[config.mk]
export PLATFORM = sky130hd
export DESIGN_NAME = usb_core_ctl
export DESIGN_NICKNAME = d
export VERILOG_FILES = /design/src/hdl/usb_ctl_pkg.sv /design/src/hdl/usb_core_ctl.sv
export SDC_FILE = /design/constraint.sdc
export NUM_CORES = 1
export LEC_CHECK = 0
export ABC_AREA = 1
export BUFFER_PORTS_ARGS = -buffer_cell sky130_fd_sc_hd__buf_4
export CORE_MARGIN = 2
export CORE_UTILIZATION = 52
export CTS_CLUSTER_DIAMETER = 150
export DETAILED_ROUTE_END_ITERATION = 10
export GPL_TIMING_DRIVEN = 1
export PLACE_DENSITY = 0.77
export SKIP_CTS_REPAIR_TIMING = 1
export SLEW_MARGIN = 40
export SYNTH_ARGS = -nofsm -noshare
export SYNTH_HDL_FRONTEND = slang
export SYNTH_SLANG_ARGS = --single-unit
[constraint.sdc]
create_clock -name clock -period 1.7 [get_ports clock]
set_clock_uncertainty 0.05 [all_clocks]
set_input_delay 0.255 -clock clock [delete_from_list [all_inputs] [get_ports clock]]
set_output_delay 0.255 -clock clock [all_outputs]
set_load 0.03 [all_outputs]
[src/hdl/usb_ctl_pkg.sv]
// Contract
// Activity pending reads 1 while suspend must wait; meaningful only with sleep guard set.
// Software sets sleep guard before suspend, then checks activity pending.
// Suspend enable gates the USB clock and idles the transceiver; hardware may clear it.
// Software clears power enable only after host, attach and OTG enables are zero.
// Each completed transfer records its endpoint number 0..15 in status.
// Last direction bit is 1 for transmit, 0 for receive.
// Bank bit is 1 for odd bank, 0 for even bank.
// Live single-ended zero flag readable in both modes.
// Packet disable halts processing in device mode; set by SETUP, cleared by software.
// Host enable turns on host capability and both data line pull-downs.
// Attach enable in device mode enables module and D+ pull-up; clear detaches. Here module_enable follows only power enable.
// Ping-pong reset forces all buffer pointers to the even bank.
// Resume signaling is driven while resume bit is set; host holds it 10 ms.
// Host mode live J state flag, polarity chosen by speed.
// Token busy reads 1 while a host token executes.
// Host bus reset driven while reset bit set; software holds it 50 ms.
// Frame start enable sends a Start-Of-Frame token every 1 ms in host mode.
// Speed select picks low speed when 1 in host mode; reads 0 in device mode.
// Seven-bit device address held in the low bits of the address register.
// Token types: SETUP 1101, IN 1001, OUT 0001; no other code.
// Software writes only an existing endpoint number into the token endpoint.
// Upper byte and unimplemented bits read 0 and ignore writes. OTG control bits 0, 1 and 3 are stored and read back as written.
// OTG enable hands pulls to software bits; otherwise host and attach enables drive them.
// Token register write in host mode launches one transaction; busy until done.
package usb_ctl_pkg;
	localparam int unsigned   ADDR_W            = 4;
	localparam int unsigned   DATA_W            = 16;
	localparam logic [3:0]    OFS_POWER         = 4'h0;
	localparam logic [3:0]    OFS_STATUS        = 4'h2;
	localparam logic [3:0]    OFS_CONTROL       = 4'h4;
	localparam logic [3:0]    OFS_DEV_ADDR      = 4'h6;
	localparam logic [3:0]    OFS_TOKEN         = 4'h8;
	localparam logic [3:0]    OFS_OTG_CTRL      = 4'ha;
	localparam int unsigned   PWR_EN_BIT        = 0;
	localparam int unsigned   SUSPEND_BIT       = 1;
	localparam int unsigned   GUARD_BIT         = 4;
	localparam int unsigned   ACT_PEND_BIT      = 7;
	localparam int unsigned   STAT_BANK_BIT     = 2;
	localparam int unsigned   STAT_DIR_BIT      = 3;
	localparam int unsigned   STAT_EP_LSB       = 4;
	localparam int unsigned   CON_BIT0          = 0;
	localparam int unsigned   CON_PPRST_BIT     = 1;
	localparam int unsigned   CON_RESUME_BIT    = 2;
	localparam int unsigned   CON_HOST_BIT      = 3;
	localparam int unsigned   CON_BUSRST_BIT    = 4;
	localparam int unsigned   CON_BIT5          = 5;
	localparam int unsigned   CON_SE0_BIT       = 6;
	localparam int unsigned   CON_J_STATE_LIVE_BIT    = 7;
	localparam int unsigned   ADDR_LS_BIT       = 7;
	localparam int unsigned   TOK_PID_LSB       = 4;
	localparam int unsigned   OTG_EN_BIT        = 2;
	localparam int unsigned   OTG_DMPD_BIT      = 4;
	localparam int unsigned   OTG_DPPD_BIT      = 5;
	localparam int unsigned   OTG_DMPU_BIT      = 6;
	localparam int unsigned   OTG_DPPU_BIT      = 7;
	localparam logic [3:0]    PID_SETUP         = 4'hd;
	localparam logic [3:0]    PID_IN            = 4'h9;
	localparam logic [3:0]    PID_OUT           = 4'h1;
	localparam logic [15:0]   REG_RESET         = 16'h0000;
	localparam int unsigned   CLK_PERIOD_NS     = 10;
	localparam int unsigned   SOF_PERIOD_NS     = 1000000;
	localparam int unsigned   SOF_CYCLES        = SOF_PERIOD_NS / CLK_PERIOD_NS;
	localparam int unsigned   SOF_CNT_W         = 17;

	typedef enum logic [1:0] {
		TOK_IDLE = 2'b01,
		TOK_RUN  = 2'b10
	} tok_state_e;
endpackage : usb_ctl_pkg

[src/hdl/usb_core_ctl.sv]
`timescale 1ns/100ps
`default_nettype none
module usb_core_ctl
	import usb_ctl_pkg::*;
#(
	parameter int unsigned SOF_CYCLES_P = SOF_CYCLES
) (
	input  wire logic              clock,
	input  wire logic              rst_b,
	input  wire logic [ADDR_W-1:0] reg_addr,
	input  wire logic [DATA_W-1:0] reg_wdata,
	input  wire logic              reg_wr,
	input  wire logic              reg_rd,
	output logic      [DATA_W-1:0] reg_rdata,
	input  wire logic              line_dp,
	input  wire logic              line_dm,
	input  wire logic              sie_busy,
	input  wire logic              wake_event,
	input  wire logic              setup_rx,
	input  wire logic              xfer_done,
	input  wire logic [3:0]        xfer_ep,
	input  wire logic              xfer_tx,
	input  wire logic              xfer_odd,
	input  wire logic              token_done,
	output logic                   module_enable,
	output logic                   usb_clock_run,
	output logic                   xcvr_low_power,
	output logic                   packet_proc_enable,
	output logic                   ping_pong_reset,
	output logic                   resume_drive,
	output logic                   bus_reset_drive,
	output logic                   low_speed_select,
	output logic                   dp_pullup,
	output logic                   dm_pullup,
	output logic                   dp_pulldown,
	output logic                   dm_pulldown,
	output logic                   sof_send,
	output logic                   token_launch,
	output logic      [3:0]        token_pid,
	output logic      [3:0]        token_endpoint,
	output logic      [6:0]        device_address
);

	logic                 power_q;
	logic                 suspend_q;
	logic                 guard_q;
	logic                 act_pend_q;
	logic [3:0]           stat_ep_q;
	logic                 stat_dir_q;
	logic                 stat_bank_q;
	logic                 con_bit0_q;
	logic                 pp_rst_q;
	logic                 resume_q;
	logic                 host_q;
	logic                 bus_rst_q;
	logic                 pkt_dis_q;
	logic                 ls_q;
	logic [6:0]           addr_q;
	logic [3:0]           tok_pid_q;
	logic [3:0]           tok_ep_q;
	logic [7:0]           otg_q;
	logic [1:0]           dp_sync_q;
	logic [1:0]           dm_sync_q;
	logic [SOF_CNT_W-1:0] sof_cnt_q;
	logic                 sof_q;
	logic                 launch_q;
	logic [DATA_W-1:0]    rdata_q;
	tok_state_e           tok_q;
	logic                 token_busy;
	logic                 se0_live;
	logic                 j_live;
	logic                 sof_run;
	logic                 tok_start;
	logic [DATA_W-1:0]    rd_mux;

	function automatic logic wr_hit(input logic [ADDR_W-1:0] ofs);
		return reg_wr && (reg_addr == ofs);
	endfunction : wr_hit

	function automatic logic pid_legal(input logic [3:0] pid);
		return (pid == PID_SETUP) || (pid == PID_IN) || (pid == PID_OUT);
	endfunction : pid_legal

	// Line pins cross into the clock domain
	always_ff @(posedge clock or negedge rst_b) begin
		if (!rst_b) begin
			dp_sync_q <= 2'h0;
			dm_sync_q <= 2'h0;
		end else begin
			dp_sync_q <= {dp_sync_q[0], line_dp};
			dm_sync_q <= {dm_sync_q[0], line_dm};
		end
	end

	// live SE0
	assign se0_live = !dp_sync_q[1] && !dm_sync_q[1];
	// J polarity by speed
	assign j_live = ls_q ? (!dp_sync_q[1] && dm_sync_q[1]) : (dp_sync_q[1] && !dm_sync_q[1]);

	// module power bit
	always_ff @(posedge clock or negedge rst_b) begin
		if (!rst_b) begin
			power_q <= 1'b0;
			guard_q <= 1'b0;
		end else if (wr_hit(OFS_POWER)) begin
			power_q <= reg_wdata[PWR_EN_BIT];
			guard_q <= reg_wdata[GUARD_BIT];
		end
	end

	// suspend, cleared by wake
	always_ff @(posedge clock or negedge rst_b) begin
		if (!rst_b) begin
			suspend_q <= 1'b0;
		end else if (wr_hit(OFS_POWER)) begin
			suspend_q <= reg_wdata[SUSPEND_BIT];
		end else if (wake_event) begin
			suspend_q <= 1'b0;
		end
	end

	// activity pending
	always_ff @(posedge clock or negedge rst_b) begin
		if (!rst_b) begin
			act_pend_q <= 1'b0;
		end else begin
			act_pend_q <= guard_q && (sie_busy || token_busy);
		end
	end

	// last endpoint capture
	always_ff @(posedge clock or negedge rst_b) begin
		if (!rst_b) begin
			stat_ep_q   <= 4'h0;
			stat_dir_q  <= 1'b0;
			stat_bank_q <= 1'b0;
		end else if (xfer_done) begin
			stat_ep_q   <= xfer_ep;
			// direction
			stat_dir_q  <= xfer_tx;
			// bank
			stat_bank_q <= xfer_odd;
		end
	end

	// Control register writes
	always_ff @(posedge clock or negedge rst_b) begin
		if (!rst_b) begin
			con_bit0_q <= 1'b0;
			pp_rst_q   <= 1'b0;
			resume_q   <= 1'b0;
			host_q     <= 1'b0;
			bus_rst_q  <= 1'b0;
		end else if (wr_hit(OFS_CONTROL)) begin
			con_bit0_q <= reg_wdata[CON_BIT0];
			pp_rst_q   <= reg_wdata[CON_PPRST_BIT];
			resume_q   <= reg_wdata[CON_RESUME_BIT];
			host_q     <= reg_wdata[CON_HOST_BIT];
			// reset bit absent in device mode
			bus_rst_q  <= reg_wdata[CON_BUSRST_BIT] && reg_wdata[CON_HOST_BIT];
		end
	end

	// SETUP sets, software clears
	always_ff @(posedge clock or negedge rst_b) begin
		if (!rst_b) begin
			pkt_dis_q <= 1'b0;
		end else if (setup_rx && !host_q) begin
			pkt_dis_q <= 1'b1;
		end else if (wr_hit(OFS_CONTROL) && !host_q) begin
			pkt_dis_q <= reg_wdata[CON_BIT5];
		end
	end

	// address and speed
	always_ff @(posedge clock or negedge rst_b) begin
		if (!rst_b) begin
			addr_q <= 7'h00;
			ls_q   <= 1'b0;
		end else if (wr_hit(OFS_DEV_ADDR)) begin
			addr_q <= reg_wdata[6:0];
			ls_q   <= reg_wdata[ADDR_LS_BIT];
		end
	end

	// software pull controls
	always_ff @(posedge clock or negedge rst_b) begin
		if (!rst_b) begin
			otg_q <= 8'h00;
		end else if (wr_hit(OFS_OTG_CTRL)) begin
			otg_q <= reg_wdata[7:0];
		end
	end

	// token launch
	assign tok_start  = wr_hit(OFS_TOKEN) && host_q && (tok_q == TOK_IDLE)
	                    && pid_legal(reg_wdata[7:4]);
	assign token_busy = (tok_q == TOK_RUN);

	always_ff @(posedge clock or negedge rst_b) begin
		if (!rst_b) begin
			tok_pid_q <= 4'h0;
			tok_ep_q  <= 4'h0;
		end else if (wr_hit(OFS_TOKEN) && (tok_q == TOK_IDLE)) begin
			tok_pid_q <= reg_wdata[7:4];
			// endpoint as written
			tok_ep_q  <= reg_wdata[3:0];
		end
	end

	// busy until done
	always_ff @(posedge clock or negedge rst_b) begin
		if (!rst_b) begin
			tok_q    <= TOK_IDLE;
			launch_q <= 1'b0;
		end else begin
			launch_q <= tok_start;
			unique case (tok_q)
				TOK_IDLE: begin
					if (tok_start) begin
						tok_q <= TOK_RUN;
					end
				end
				TOK_RUN: begin
					if (token_done || !host_q) begin
						tok_q <= TOK_IDLE;
					end
				end
				default: begin
					tok_q <= TOK_IDLE;
				end
			endcase
		end
	end

	// frame timer
	assign sof_run = host_q && con_bit0_q && power_q && !suspend_q;

	always_ff @(posedge clock or negedge rst_b) begin
		if (!rst_b) begin
			sof_cnt_q <= '0;
			sof_q     <= 1'b0;
		end else if (!sof_run) begin
			sof_cnt_q <= '0;
			sof_q     <= 1'b0;
		end else if (sof_cnt_q == SOF_CNT_W'(SOF_CYCLES_P - 1)) begin
			sof_cnt_q <= '0;
			sof_q     <= 1'b1;
		end else begin
			sof_cnt_q <= sof_cnt_q + 1'b1;
			sof_q     <= 1'b0;
		end
	end

	// read mux, unused bits zero except OTG bits 0, 1 and 3
	always_comb begin
		rd_mux = REG_RESET;
		unique case (reg_addr)
			OFS_POWER: begin
				rd_mux[ACT_PEND_BIT] = act_pend_q;
				rd_mux[GUARD_BIT]    = guard_q;
				rd_mux[SUSPEND_BIT]  = suspend_q;
				rd_mux[PWR_EN_BIT]   = power_q;
			end
			OFS_STATUS: begin
				rd_mux[STAT_EP_LSB +: 4] = stat_ep_q;
				rd_mux[STAT_DIR_BIT]     = stat_dir_q;
				rd_mux[STAT_BANK_BIT]    = stat_bank_q;
			end
			OFS_CONTROL: begin
				rd_mux[CON_J_STATE_LIVE_BIT] = host_q && j_live;
				rd_mux[CON_SE0_BIT]    = se0_live;
				rd_mux[CON_BIT5]       = host_q ? token_busy : pkt_dis_q;
				rd_mux[CON_BUSRST_BIT] = bus_rst_q;
				rd_mux[CON_HOST_BIT]   = host_q;
				rd_mux[CON_RESUME_BIT] = resume_q;
				rd_mux[CON_PPRST_BIT]  = pp_rst_q;
				rd_mux[CON_BIT0]       = con_bit0_q;
			end
			OFS_DEV_ADDR: begin
				// speed bit zero in device mode
				rd_mux[7:0] = {ls_q && host_q, addr_q};
			end
			OFS_TOKEN: begin
				rd_mux[7:0] = {tok_pid_q, tok_ep_q};
			end
			OFS_OTG_CTRL: begin
				rd_mux[7:0] = otg_q;
			end
			default: begin
				rd_mux = REG_RESET;
			end
		endcase
	end

	always_ff @(posedge clock or negedge rst_b) begin
		if (!rst_b) begin
			rdata_q <= REG_RESET;
		end else if (reg_rd) begin
			rdata_q <= rd_mux;
		end else begin
			rdata_q <= REG_RESET;
		end
	end

	assign reg_rdata      = rdata_q;
	assign module_enable  = power_q;
	// clock gate and low power
	assign usb_clock_run  = power_q && !suspend_q;
	assign xcvr_low_power = suspend_q;
	// processing halt
	assign packet_proc_enable = !(pkt_dis_q && !host_q);
	// even bank force
	assign ping_pong_reset = pp_rst_q;
	// resume signaling
	assign resume_drive    = resume_q;
	// bus reset
	assign bus_reset_drive = host_q && bus_rst_q;
	// speed select
	assign low_speed_select = host_q && ls_q;
	// R11: R23: pull resistor steering
	assign dp_pullup   = otg_q[OTG_EN_BIT] ? otg_q[OTG_DPPU_BIT] : (con_bit0_q && !host_q);
	assign dm_pullup   = otg_q[OTG_EN_BIT] && otg_q[OTG_DMPU_BIT];
	assign dp_pulldown = otg_q[OTG_EN_BIT] ? otg_q[OTG_DPPD_BIT] : host_q;
	assign dm_pulldown = otg_q[OTG_EN_BIT] ? otg_q[OTG_DMPD_BIT] : host_q;
	assign sof_send       = sof_q;
	assign token_launch   = launch_q;
	// token type code out
	assign token_pid      = tok_pid_q;
	assign token_endpoint = tok_ep_q;
	assign device_address = addr_q;

	property p_act_pend;
		@(posedge clock) disable iff (!rst_b)
		!guard_q |=> !act_pend_q;
	endproperty
	a_act_pend: assert property (p_act_pend) else $error("pending without guard");

	property p_clock_gate;
		@(posedge clock) disable iff (!rst_b)
		suspend_q |-> !usb_clock_run && xcvr_low_power;
	endproperty
	a_clock_gate: assert property (p_clock_gate) else $error("clock runs in suspend");

	property p_stat_ep;
		@(posedge clock) disable iff (!rst_b)
		xfer_done |=> stat_ep_q == $past(xfer_ep) && stat_dir_q == $past(xfer_tx);
	endproperty
	a_stat_ep: assert property (p_stat_ep) else $error("status not captured");

	property p_setup_halt;
		@(posedge clock) disable iff (!rst_b)
		setup_rx && !host_q |=> !packet_proc_enable;
	endproperty
	a_setup_halt: assert property (p_setup_halt) else $error("SETUP did not halt");

	property p_host_pulls;
		@(posedge clock) disable iff (!rst_b)
		host_q && !otg_q[OTG_EN_BIT] |-> dp_pulldown && dm_pulldown && !dp_pullup;
	endproperty
	a_host_pulls: assert property (p_host_pulls) else $error("host pulls wrong");

	property p_tok_launch;
		@(posedge clock) disable iff (!rst_b)
		tok_start |=> token_launch && token_busy ##1 !token_launch;
	endproperty
	a_tok_launch: assert property (p_tok_launch) else $error("token not launched");

	property p_sof_period;
		@(posedge clock) disable iff (!rst_b)
		sof_send |-> $past(sof_cnt_q) == SOF_CNT_W'(SOF_CYCLES_P - 1) && $past(sof_run);
	endproperty
	a_sof_period: assert property (p_sof_period) else $error("frame start mistimed");

	property p_addr_wr;
		@(posedge clock) disable iff (!rst_b)
		wr_hit(OFS_DEV_ADDR) |=> device_address == $past(reg_wdata[6:0]);
	endproperty
	a_addr_wr: assert property (p_addr_wr) else $error("address not stored");

	property p_upper_zero;
		@(posedge clock) disable iff (!rst_b)
		reg_rd |=> reg_rdata[15:8] == 8'h00;
	endproperty
	a_upper_zero: assert property (p_upper_zero) else $error("upper byte nonzero");

endmodule : usb_core_ctl
`default_nettype wire

# Word level (Yosys, flattened, before mapping)
# Cells that the tools add are included.
# word_totals
regBits	81
latchBits	0
ramBits	0
romBits	0
inputBits	37
mem_count	0
# op_classes
n_addsub	1
n_mul	0
div	0
order_cmp	0
eq_ne	13
shifts	0
muxes	22
n_bitwise	0
reduce_logical	39
# op_table
op	n
$mux W17	2
$pmux W2 S5	3
$logic_and A1 B1 Y1	26
$add A17 B1 Y17 const B	1
$eq A17 B17 Y1 const B	1
$eq A4 B4 Y1 const B	4
$pmux W1 S6	2
$mux W1	11
$eq A4 B3 Y1 const B	2
$mux W8	1
$logic_not A1 Y1	5
$eq A4 B1 Y1 const B	1
$eq A4 B2 Y1 const B	1
$logic_not A4 Y1	1
$logic_or A1 B1 Y1	4
$mux W2	2
$pmux W2 S2	1
$reduce_bool A2 Y1	2
$eq A2 B1 Y1 const B	1
$eq A2 B2 Y1 const B	1
$ne A2 B1 Y1 const B	1
$ne A2 B2 Y1 const B	1
$reduce_and A2 Y1	1

# Logic depth before layout (Yosys ltp)
# logic_depth
word_depth	7
ltp_mapped	9
depth_no_buf	9

# Least setup slack after synthesis
# OpenSTA, ideal clock, no wires.
# synth_timing
kind	reg-to-reg
start	register power_q, in the netlist module_enable
end	register sof_cnt_q[15]
setup_time_ns	0.078
t_arrival_ns	1.523
t_required_ns	1.572
slack_ns	0.050
path_stages_with_launch	6
period_less_slack_ns	1.650
path_cell_list	dfrtp_1 -> inv_1 -> nor2_2 -> nand3_2 -> o21bai_2 -> a21oi_1
# synth_via
elab_chain_cells	3
# synth_rtl
element	line	source
start: declaration	usb_core_ctl.sv:44	logic power_q;
start signal: assignment	usb_core_ctl.sv:106	power_q <= reg_wdata[PWR_EN_BIT];
$logic_and A1 B1 Y1 (2 in a row)	usb_core_ctl.sv:237	assign sof_run = host_q && con_bit0_q && power_q && !suspend_q;
$mux W17	usb_core_ctl.sv:243	end else if (!sof_run) begin
end signal: assignment	usb_core_ctl.sv:250	sof_cnt_q <= sof_cnt_q + 1'b1;
end: declaration	usb_core_ctl.sv:64	logic [SOF_CNT_W-1:0] sof_cnt_q;
# Every way passes these cells.
# A chain may end at the register's enable or synchronous reset.

# Worst setup path after layout
# layout_timing
start	register host_q
end	output dp_pullup
# layout_via
elab_chain_cells	3
# layout_rtl
element	line	source
start: declaration	usb_core_ctl.sv:54	logic host_q;
start signal: assignment	usb_core_ctl.sv:158	host_q <= reg_wdata[CON_HOST_BIT];
$logic_not A1 Y1	usb_core_ctl.sv:322	assign dp_pullup = otg_q[OTG_EN_BIT] ? otg_q[OTG_DPPU_BIT] : (con_bit0_q && !host_q);
$logic_and A1 B1 Y1	usb_core_ctl.sv:322	
$mux W1	usb_core_ctl.sv:322	
end: declaration	usb_core_ctl.sv:33	output logic dp_pullup,
# Every way passes these cells.

==> metrics.md <==
| Metric | Value |
|---|---|
| #FFs+latches synth | 73 |
| Top cell type's share of synthesized area | 51.0% |
| Die ar. | 7470 µm² |
| Number of global-route vias before repair | 2878 |
| I/O pin count | 82 |
| Layout cells sized above 1 | 25.9% |
| Sequential cell area | 1830 µm² |
| Ys Warns | 0 |
| EDFF count, synth | 0 |
| Initial antenna violation count | 0 |
| Design area | 4380 µm² |
| Crit-path max FO | 8 |
| Yosys top cell by area | dfrtp_1 |
| Syn-to-layout area delta | 24.0% |
| Number of port buffers | 65 |
| Final nets | 538 |
| Initial Util | 52.9% |
| Element type at the critical path start | register |
| Post-synth top flop | dfrtp_1 |
| Count of final setup violators | 0 |
| Synth unique cells | 34 |
| LEAKAGE | 2.20 nW |
| CP Capture Type | output pin |
| Synth Area per Inst | 8.38 µm² |
| Pins over their slew limit | 0 |
| Async SR Flop Fraction | 100% |
| Hold Vio Cnt, Final | 0 |
| DPL Wire Length | 6270 µm |
| Ranking of synthesized cells by area | dfrtp_1 (51%), nand2_1 (12%), nor2_1 (5.7%) |
| Pwr Density | 1100 nW/µm² |
| Fin crit share | a little over nine tenths |
| Remaining Overflow, GRT | 0 |
| DR pass1 iterations | 4 |
| Worst hold-check path type | input port to register |
| Iter 0 DRT Violations | 104 |
| Final WL | 8320 µm |
| Worst hold slack | 0.0378 ns |
| Insertion delay to the later sink of the worst-skew pair | ~0.34 ns |
| Vias | 3027 |
| Peak VDD IR | 0.000784 V |
| Post-route minimum period | 1.60 ns |
| First-pass GRT wire length | 13500 µm |
| Num CTS Buffers | 9 |
| Pwr Total | 4.82 mW |
| DRC | 0 |
| CORE AREA | ~6700 µm² |
| Max Cap Viol | 0 |
| Critical path type | register to output pin |
| Die height | 86.4 µm |
| Routability cong. | 0.883 |
| Clk slew on worst S/H paths | 0.08 ns |
| Number of diodes | 0 |
| Outcome | complete, no violations |
| Root buf cell | clkbuf_8 |
| H-tree Lvls | 3 |
| Largest net degree at the start of global routing | 36 |
| DP Area | 4100 µm² |
| # rows | 30 |
| Chip width | 86.4 µm |
| Fin util | between 60% and 70% |
| CP Data Required Time | 1.39 ns |
| Mean number of vias per cell | roughly 5.2 |
| Sequential share of the synthesized area | 51.7% |
| Crit path DAT | 1.29 ns |
| Footprint of the multi-input gates | 1450 µm² |
| Clock buffer depth | 2 |
| Cell count after synthesis | 422 |
| TritonCTS clock tree | built |
| Gr usage total | 23.3% |
| Peak Freq | between 600 and 700 MHz |
| Avg WL per Cell | 14.2 µm |
| # fillers | 576 |
| Final ANT Viol Nets | 0 |
| Post-Syn Area | 3530 µm² |
| Unrepaired setup endpoints after global routing | no |
| Sink Count | 73 |
flip-flops by register name (all words and copies together), names as in the netlist, 2 cells and up:
name / flops
reg_rdata: 8
device_address: 7
dp_sync_q: 2
token_endpoint: 4
tok_q: 2
stat_ep_q: 4
otg_q: 8
sof_cnt_q: 17
token_pid: 4
dm_sync_q: 2
where the power goes:
group	leakage (nW)	switching (mW)	internal, mW
clock network	0.127	0.629	1.06
logic	1.13	0.659	0.372
registers	0.944	0.178	1.93
total	2.20	1.47	3.36
logic make-up after synthesis:
family                     Yosys count  share of synthesized area (%)
AOI/OAI and AO/OA                   49                           8.21
xor gates and xnor gates             4                          0.991
adders and majority gates            1                          0.354
buffers and inverters               60                           7.89
DFF                                 73                           51.7
muxes                                6                           1.91
other                                1                          0.106
and+or+nand+nor                    228                           28.8
through the flow:
step                setup WS (ns)  cells  setup TNS [ns]
floorplan                  0.0500    429               0
global placement            0.254    566               0
detailed placement          0.163    566               0
CTS                       -0.0458    582         -0.0458
global route               0.0299    585               0
finish                      0.103    585               0
layer usage:
| metal | wire (µm) | global-route usage [%] | up-vias |
|---|---|---|---|
| met3 | 432 | 4.00 | 11 |
| met4 | 146 | 10.1 | 0 |
| met2 | 4150 | 38.9 | 99 |
| met5 | 0 | 0 | - |
| li1 | - | - | 1468 |
| met1 | 3600 | 30.1 | 1449 |
cells in the final DEF, fill, tap and decap left out, drive strengths merged:
master	Yosys	routed
a211oi	1	1
a21oi	7	7
nand4	2	2
bufinv	0	3
o21ai	37	37
nand3	28	28
nor3	6	6
o21a	1	1
a31oi	1	1
mux2	6	6
dfrtp	72	72
o21bai	1	1
buf	12	70
clkinv	0	1
dfstp	1	1
ha	1	1
nor3b	1	1
clkbuf	1	12
o31ai	1	1
conb	1	8
inv	47	47
nand2	124	124
dlygate4sd3	0	3
nor2	66	66
xor2	4	4
and3	1	1
cells in the mapped netlist (3+ instances only):
| cell | number |
|---|---|
| inv_2 | 5 |
| buf_6 | 3 |
| nand3_1 | 27 |
| nor2_1 | 54 |
| mux2_2 | 6 |
| nand2_2 | 7 |
| nor2_2 | 6 |
| xor2_1 | 4 |
| nand2_1 | 115 |
| o21ai_1 | 18 |
| o21ai_2 | 8 |
| o21ai_0 | 11 |
| a21oi_1 | 7 |
| nor3_1 | 5 |
| dfrtp_1 | 72 |
| buf_4 | 8 |
| inv_1 | 42 |
| nor2_4 | 6 |
worst max-delay path, cell delays in order (launching register included):
cell	delay (ns)
dfrtp_2	0.49
inv_2	0.14
nand3_1	0.09
nand2_1	0.08
buf_4	0.16
final timing paths:
path	start	to	slack, ns	cells past startpoint
setup / recovery	host_q$_DFFE_PN0N_	dp_pullup	0.10	4
hold / removal	wake_event	xcvr_low_power$_DFFE_PN0P_	0.04	2
setup reg to reg	sof_cnt_q[0]$_DFF_PN0_	sof_cnt_q[3]$_DFF_PN0_	0.16	6
hold reg to reg	dm_sync_q[0]$_DFF_PN0_	dm_sync_q[1]$_DFF_PN0_	0.30	0
max in group asynchronous	rst_b	sof_cnt_q[4]$_DFF_PN0_	0.73	3
min in group asynchronous	rst_b	stat_dir_q$_DFFE_PN0P_	0.37	2
cell type report:
| class | count | share of cell area (%) |
|---|---|---|
| well taps | 80 | 2.28 |
| inverters | 47 | 4.03 |
| multi-input cells | 296 | 33.2 |
| repair buffers | 73 | 13.0 |
| clock inverters | 4 | 2.26 |
| clock buffers | 12 | 3.54 |
| flip-flops and latches | 73 | 41.7 |
Note: power is estimated with default switching activity, not from simulation.
